### config.mk
export PLATFORM = sky130hd
export DESIGN_NAME = emulated_phy_status_id_regs
export DESIGN_NICKNAME = d
export VERILOG_FILES = /design/src/emulated_phy_pkg.sv /design/src/emulated_phy_status_id_regs.sv
export VERILOG_INCLUDE_DIRS = /design/src /design/src/src
export SDC_FILE = /design/constraint.sdc
export NUM_CORES = 1
export LEC_CHECK = 0
export ABC_AREA = 1
export BUFFER_PORTS_ARGS = -buffer_cell sky130_fd_sc_hd__buf_4
export CAP_MARGIN = 10
export CORE_AREA = 2 2 100 102
export CTS_CLUSTER_DIAMETER = 80
export DETAILED_ROUTE_END_ITERATION = 8
export DIE_AREA = 0 0 102 104
export GPL_TIMING_DRIVEN = 0
export PLACE_DENSITY = 0.65
export SYNTH_ARGS = -nofsm -noshare
export SYNTH_HDL_FRONTEND = slang
export SYNTH_SLANG_ARGS = --single-unit
### constraint.sdc
create_clock -name clock -period 2.46 [get_ports clock]
set_input_delay 0.123 -clock clock [delete_from_list [all_inputs] [get_ports clock]]
set_output_delay 0.123 -clock clock [all_outputs]
set_load 0.01 [all_outputs]
### src/emulated_phy_map.svh
`ifndef EMULATED_PHY_MAP_SVH
`define EMULATED_PHY_MAP_SVH

// byte offsets on the 32-bit register path
`define OFS_STATUS        12'h1c4
`define OFS_IDENT_HIGH    12'h1c8
`define OFS_IDENT_LOW     12'h1cc

// register indices on the serial management path
`define IDX_STATUS        5'h01
`define IDX_IDENT_HIGH    5'h02
`define IDX_IDENT_LOW     5'h03

// status word: abilities, link up, negotiation ability, extended capability
`define STATUS_FIXED      16'h780d
`define STATUS_ANEG_BIT   5

// lower identifier field layout
`define OUI_LOW_HI        15
`define OUI_LOW_LO        10
`define MODEL_HI          9
`define MODEL_LO          4
`define REV_HI            3
`define REV_LO            0

// emulated negotiation settling time after any reset
`define CLK_PERIOD_NS     40
`define ANEG_SETTLE_NS    1000
`define ANEG_SETTLE_CYC   ((`ANEG_SETTLE_NS + `CLK_PERIOD_NS - 1) / `CLK_PERIOD_NS)

`endif

### src/emulated_phy_pkg.sv
`default_nettype none

package emulated_phy_pkg;

	// register selected by a decoded access
	typedef enum logic [3:0] {
		SEL_NONE      = 4'h1,
		SEL_STATUS    = 4'h2,
		SEL_IDENT_HIGH = 4'h4,
		SEL_IDENT_LOW = 4'h8
	} regSel_t;

	// emulated negotiation progress
	typedef enum logic [1:0] {
		ANEG_RUN  = 2'h1,
		ANEG_DONE = 2'h2
	} anegState_t;

endpackage

`default_nettype wire

### src/emulated_phy_status_id_regs.sv
//
// Contract
// - upper half reserved zero; serial path 16 bits
// - status bits 14..11 always read one
// - status bits 15, 10, 9 read zero
// - status bit 8 reads zero
// - status bit 6 reads zero, preamble required
// - negotiation-complete clears on reset, sets later
// - remote fault, jabber zero; link up one
// - status bit 3 reads one
// - status bit 0 reads one; registers 0-6
// - upper identifier bits 15..0 writable
// - lower identifier bits 15..10 writable OUI
// - lower identifier bits 9..4 model number
// - lower identifier bits 3..0 revision number
// - decode status, identifiers at 1C4h/1C8h/1CCh
// - soft reset restores all registers to defaults
`timescale 1ns/10ps
`default_nettype none
`include "emulated_phy_map.svh"

module emulated_phy_status_id_regs #(
	// identifier defaults: values are arbitrary
	parameter logic [15:0] IDENT_HIGH_RST = 16'h5a3c,
	parameter logic [5:0]  OUI_LOW_RST    = 6'h15,
	parameter logic [5:0]  MODEL_RST      = 6'h2a,
	parameter logic [3:0]  REV_RST        = 4'h7,
	parameter int          ANEG_CYCLES    = `ANEG_SETTLE_CYC
) (
	input  wire logic        clock,
	input  wire logic        rst,
	input  wire logic        softReset,
	input  wire logic [11:0] wideAddr,
	input  wire logic        wideRead,
	input  wire logic        wideWrite,
	input  wire logic [31:0] wideWdata,
	output var  logic [31:0] wideRdata,
	output var  logic        wideAck,
	input  wire logic [4:0]  mgmtIndex,
	input  wire logic        mgmtRead,
	input  wire logic        mgmtWrite,
	input  wire logic [15:0] mgmtWdata,
	output var  logic [15:0] mgmtRdata,
	output var  logic        mgmtAck,
	output var  logic        anegComplete
);
	import emulated_phy_pkg::*;

	localparam logic [15:0] IDENT_LOW_RST =
		{OUI_LOW_RST, MODEL_RST, REV_RST};
	localparam int CNT_W = $clog2(ANEG_CYCLES + 1);
	localparam logic [CNT_W-1:0] CNT_LAST = CNT_W'(ANEG_CYCLES - 1);

	// decode of the wide path: only whole aligned slots match
	function automatic regSel_t selWide(input logic [11:0] a);
		unique case (a)
			`OFS_STATUS:     selWide = SEL_STATUS;
			`OFS_IDENT_HIGH: selWide = SEL_IDENT_HIGH;
			`OFS_IDENT_LOW:  selWide = SEL_IDENT_LOW;
			default:         selWide = SEL_NONE;
		endcase
	endfunction

	// decode of the serial management index
	function automatic regSel_t selMgmt(input logic [4:0] i);
		unique case (i)
			`IDX_STATUS:     selMgmt = SEL_STATUS;
			`IDX_IDENT_HIGH: selMgmt = SEL_IDENT_HIGH;
			`IDX_IDENT_LOW:  selMgmt = SEL_IDENT_LOW;
			default:         selMgmt = SEL_NONE;
		endcase
	endfunction

	// 16-bit read value; unmapped slots read zero
	function automatic logic [15:0] readVal(
		input regSel_t    s,
		input logic       done,
		input logic [15:0] hi,
		input logic [15:0] lo
	);
		logic [15:0] st;
		st = `STATUS_FIXED;
		st[`STATUS_ANEG_BIT] = done;
		unique case (s)
			SEL_STATUS:     readVal = st;
			SEL_IDENT_HIGH: readVal = hi;
			SEL_IDENT_LOW:  readVal = lo;
			default:        readVal = 16'h0000;
		endcase
	endfunction

	regSel_t     wSel;
	regSel_t     mSel;
	logic [15:0] identHigh_q;
	logic [15:0] identHigh_d;
	logic [15:0] identLow_q;
	logic [15:0] identLow_d;
	anegState_t  anegState_q;
	anegState_t  anegState_d;
	logic [CNT_W-1:0] anegCnt_q;
	logic [CNT_W-1:0] anegCnt_d;
	logic        anegComplete_d;
	logic [31:0] wideRdata_d;
	logic        wideAck_d;
	logic [15:0] mgmtRdata_d;
	logic        mgmtAck_d;

	assign wSel = selWide(wideAddr);
	assign mSel = selMgmt(mgmtIndex);
	// identifier storage; the wide path wins a same-cycle clash
	always_comb begin
		identHigh_d = identHigh_q;
		identLow_d  = identLow_q;
		if (mgmtWrite && mSel == SEL_IDENT_HIGH) begin
			identHigh_d = mgmtWdata;
		end
		if (mgmtWrite && mSel == SEL_IDENT_LOW) begin
			identLow_d[`OUI_LOW_HI:`OUI_LOW_LO] =
				mgmtWdata[`OUI_LOW_HI:`OUI_LOW_LO];
			identLow_d[`MODEL_HI:`MODEL_LO] =
				mgmtWdata[`MODEL_HI:`MODEL_LO];
			identLow_d[`REV_HI:`REV_LO] =
				mgmtWdata[`REV_HI:`REV_LO];
		end
		// upper wide bits are reserved and dropped here
		if (wideWrite && wSel == SEL_IDENT_HIGH) begin
			identHigh_d = wideWdata[15:0];
		end
		if (wideWrite && wSel == SEL_IDENT_LOW) begin
			identLow_d = wideWdata[15:0];
		end
		// soft reset beats any write in the same cycle
		if (softReset) begin
			identHigh_d = IDENT_HIGH_RST;
			identLow_d  = IDENT_LOW_RST;
		end
	end

	always_ff @(posedge clock) begin
		if (rst) begin
			identHigh_q <= IDENT_HIGH_RST;
			identLow_q  <= IDENT_LOW_RST;
		end else begin
			identHigh_q <= identHigh_d;
			identLow_q  <= identLow_d;
		end
	end

	// emulated negotiation: a fixed settling delay after any reset
	always_comb begin
		anegState_d    = anegState_q;
		anegCnt_d      = anegCnt_q;
		anegComplete_d = 1'b0;
		unique case (anegState_q)
			ANEG_RUN: begin
				anegCnt_d = anegCnt_q + CNT_W'(1);
				if (anegCnt_q == CNT_LAST) begin
					anegState_d    = ANEG_DONE;
					anegComplete_d = 1'b1;
				end
			end
			ANEG_DONE: begin
				anegComplete_d = 1'b1;
			end
		endcase
		if (softReset) begin
			anegState_d    = ANEG_RUN;
			anegCnt_d      = '0;
			anegComplete_d = 1'b0;
		end
	end

	always_ff @(posedge clock) begin
		if (rst) begin
			anegState_q  <= ANEG_RUN;
			anegCnt_q    <= '0;
			anegComplete <= 1'b0;
		end else begin
			anegState_q  <= anegState_d;
			anegCnt_q    <= anegCnt_d;
			anegComplete <= anegComplete_d;
		end
	end

	// read answers: registered, one cycle after the strobe
	always_comb begin
		wideAck_d   = wideRead;
		mgmtAck_d   = mgmtRead;
		wideRdata_d = wideRdata;
		mgmtRdata_d = mgmtRdata;
		if (wideRead) begin
			wideRdata_d = {16'h0000,
				readVal(wSel, anegComplete, identHigh_q, identLow_q)};
		end
		if (mgmtRead) begin
			mgmtRdata_d = readVal(mSel, anegComplete, identHigh_q,
				identLow_q);
		end
	end

	always_ff @(posedge clock) begin
		if (rst) begin
			wideRdata <= 32'h00000000;
			wideAck   <= 1'b0;
			mgmtRdata <= 16'h0000;
			mgmtAck   <= 1'b0;
		end else begin
			wideRdata <= wideRdata_d;
			wideAck   <= wideAck_d;
			mgmtRdata <= mgmtRdata_d;
			mgmtAck   <= mgmtAck_d;
		end
	end
	// helper state seen only by the checks below
	logic        mgmtStatusRd_q;
	logic [15:0] sinceReset_q;
	always_ff @(posedge clock) begin
		if (rst) begin
			mgmtStatusRd_q <= 1'b0;
			sinceReset_q   <= 16'h0000;
		end else begin
			mgmtStatusRd_q <= mgmtRead && mSel == SEL_STATUS;
			if (softReset) begin
				sinceReset_q <= 16'h0000;
			end else if (sinceReset_q != 16'hffff) begin
				sinceReset_q <= sinceReset_q + 16'h0001;
			end
		end
	end
endmodule

`default_nettype wire

==> flow_metrics.py <==
metrics = {
    "outcome": {
        "status": "complete, no violations",
    },
    "placed_design": {
        "dpl-instance-area_sq_um": 4680,
        "post-dp-hpwl_um": 8970,
        "gp_congestion": 0.867,
        "portBuffers": 88,
    },
    "drt": {
        "initialDrtViolationCount": 186,
        "ant_nets": 0,
        "avgViaCountPerCell": 4.85,
        "drt_wl_total_um": 11400,
        "vias": 3941,
        "route.detailed.drc": 0,
        "wl_per_cell_um": 14.0,
        "drtPass1Iterations": 6,
    },
    "yosys": {
        "syn_area_per_cell_sq_um": 6.80,
        "ys_async_sr_fraction": 0,
        "postSynthRegisterBits": 74,
        "post_synth_inst_count": 559,
        "synth.lib_cells_used.distinct": 30,
        "sequential_fraction_of_the_synthesis_area": 0.390,
        "dominant_register_cell_in_the_synthesized_netlist": "sky130_fd_sc_hd__dfxtp_1",
        "yosysWarnings": 0,
        "netlist_area_sq_um": 3800,
        "synth_enable_flop_cells": 0,
    },
    "power_and_ir_drop": {
        "power.static_leakage_nw": 2.21,
        "power.ir.vdd_worst_mv": 0.242,
        "ratio_of_total_power_to_cell_area_nw_per_um2": 495,
        "report.power.total_mw": 2.43,
    },
    "timing": {
        "layout_min_cycle_time_ps": 1330,
        "setup-violations-final": 0,
        "timing.max_slew.rel_slack": 0.655,
        "final-max-slew-violation-count": 0,
        "report.final.hold_viol_count": 0,
        "fin_skew_ps": 13.5,
        "fmaxAchievable_mhz": 752,
        "timing.setup.tns_ps": 0,
        "period_share": 0.541,
        "timing_worst_slew_pin_value_ps": 517,
        "grt_setup_unrepaired": "false",
    },
    "floorplan": {
        "die_y_um": 104,
        "die_width_um": 102,
        "floorplan.io_pins": 123,
        "core_region_area_sq_um": 9550,
        "placement_rows": 36,
        "floorplan.die_area_sq_um": 10600,
        "initial_cell_density_of_the_core": 0.398,
    },
    "finish": {
        "number_of_filler_instances_in_the_final_layout": 1028,
        "drive_above_1_share": 0.226,
        "layout.cell_area.non_filler_sq_um": 4910,
        "layout_utilization": 0.514,
        "antennaDiodeCount": 0,
        "nets": 749,
        "layout-area-overhead-vs-synth_pct": 29.1,
    },
    "worst_setup_path": {
        "timing.critical_path.fanout_max": 4,
        "worstPathRequired_ps": 2700,
        "setup.worst_path.end_class": "register",
        "cp.arrival_ps": 1570,
        "crit_path_start_kind": "register",
        "criticalPathCategory": "reg2reg",
    },
    "global_routing": {
        "first_global_vias": 3641,
        "grt_antenna_before_repair": 0,
        "grt_overflow_total": 0,
        "largest_net_degree_at_the_start_of_global_routing": 14,
        "grt_usage": 0.218,
        "grt_pass1_wl_um": 18200,
    },
    "clock_network": {
        "maximum_level_of_the_cts_h_tree": 3,
        "postCtsSetupRepairBufs": 0,
        "tritoncts_clock_tree": "yes",
        "clockRootBuffer": "sky130_fd_sc_hd__clkbuf_8",
        "cts-buffers-inserted": 9,
        "clock_sink_count": 74,
        "clock_latency_ps": 350,
        "cts_buffer_depth": 2,
        "clk_transition_reported_paths_ps": 90,
    },
    "worst_hold_path": {
        "timing.hold.worst.class": "in2reg",
    },
    "flow_run": {
        "max-cap-violations": 0,
    },
}
==> registers in the layout (all words and copies together), names as in the netlist <==
signal,cells
anegCnt_q,5
anegComplete,1
anegState_q,2
identHigh_q,16
identLow_q,16
mgmtAck,1
mgmtRdata,16
wideAck,1
wideRdata,16
==> Yosys cell counts, drive strengths merged (2+ instances only) <==
| cell type | n | area share |
|---|---|---|
| clkinv | 2 | 0.0020 |
| inv | 62 | 0.062 |
| nand4 | 9 | 0.019 |
| nand2 | 105 | 0.10 |
| nor2 | 65 | 0.078 |
| o21ai | 70 | 0.092 |
| o22ai | 5 | 0.0082 |
| nand3 | 69 | 0.098 |
| ha | 2 | 0.0066 |
| o211ai | 4 | 0.0079 |
| a21oi | 45 | 0.059 |
| clkbuf | 15 | 0.015 |
| buf | 29 | 0.054 |
| dfxtp | 74 | 0.39 |
==> power breakdown <==
part           switching [mW]  internal [mW]
sequential            0.00479           1.21
clock                   0.479          0.502
combinational           0.130          0.107
total                   0.614           1.81
==> final cells by class <==
| type | count | area (sq um) | share of cell area |
|---|---|---|---|
| buffer | 44 | 263 | 0.0535 |
| clock inverter | 5 | 62.6 | 0.0127 |
| inverter | 64 | 243 | 0.0495 |
| tap | 133 | 166 | 0.0339 |
| timing repair buffer | 90 | 681 | 0.139 |
| clock buffer | 11 | 141 | 0.0288 |
| multi-input combinational | 392 | 1870 | 0.381 |
| sequential | 74 | 1480 | 0.302 |
==> worst paths after layout <==
path | start | end | slack [ps] | cells after the start
max reg2reg | anegState_q[0] | anegCnt_q[3] | 1130 | 7
min reg2reg | anegState_q[0] | anegState_q[0] | 460 | 2
max | anegState_q[0] | anegCnt_q[3] | 1130 | 7
min | mgmtWdata[15] | identLow_q[15] | 10 | 3
==> cell usage in the layout (no fill, tap or decap), types with 3 or more instances in the layout <==
cell type,netlist,final
sky130_fd_sc_hd__o21ai_0,50,50
sky130_fd_sc_hd__nor2_4,3,3
sky130_fd_sc_hd__clkbuf_1,15,16
sky130_fd_sc_hd__nor2_1,56,56
sky130_fd_sc_hd__o21ai_1,20,20
sky130_fd_sc_hd__nor2_2,5,5
sky130_fd_sc_hd__clkbuf_8,0,10
sky130_fd_sc_hd__o211ai_1,4,4
sky130_fd_sc_hd__buf_4,20,108
sky130_fd_sc_hd__nand3_1,65,65
sky130_fd_sc_hd__inv_2,6,6
sky130_fd_sc_hd__nand4_1,8,8
sky130_fd_sc_hd__a21oi_1,45,45
sky130_fd_sc_hd__nand3_2,3,3
sky130_fd_sc_hd__buf_2,6,6
sky130_fd_sc_hd__nand2_1,104,104
sky130_fd_sc_hd__o22ai_1,5,5
sky130_fd_sc_hd__dfxtp_1,74,74
sky130_fd_sc_hd__conb_1,1,16
sky130_fd_sc_hd__inv_1,55,55
==> per-stage QoR <==
stage / hold slack, ps / instances / setup WS, ps
6_report: 11.2 / 813 / 1130
5_1_grt: 20.0 / 813 / 993
4_1_cts: 3.34 / 813 / 1130
3_5_place_dp: 360 / 795 / 803
3_3_place_gp: 361 / 795 / 807
2_1_floorplan: 254 / 574 / 1290
==> cells by family (layout without fill, tap and decap cells) <==
family | after synthesis | count (layout) | share of synthesized area
flip-flops | 74 | 74 | 0.390
AND/OR/NAND/NOR | 250 | 250 | 0.302
other | 1 | 16 | 0.000987
adder cells (fa/ha/maj) | 2 | 2 | 0.00658
buffers and inverters | 108 | 214 | 0.133
AO/OA/AOI/OAI | 124 | 124 | 0.168
==> worst max-delay path, cell delays in order, from the launching register on <==
cell	delay (ps)
sky130_fd_sc_hd__dfxtp_1	340
sky130_fd_sc_hd__inv_1	50
sky130_fd_sc_hd__nor2_1	200
sky130_fd_sc_hd__inv_1	120
sky130_fd_sc_hd__nor2_1	140
sky130_fd_sc_hd__nand3_1	110
sky130_fd_sc_hd__o21ai_0	190
sky130_fd_sc_hd__a21oi_1	60
==> timing repair <==
item | CTS | global route
hold buffers | 2 | 0
hold endpoints to repair | 2 | 0
resized for setup | 0 | 0
==> metal layers <==
metal	track usage	up-vias	wire length [um]
li1	-	2024	-
met3	0.0343	10	655
met4	0.0638	0	110
met2	0.359	135	5280
met1	0.294	1772	5370
met5	0	-	0
(Power assumes the default switching activity.)
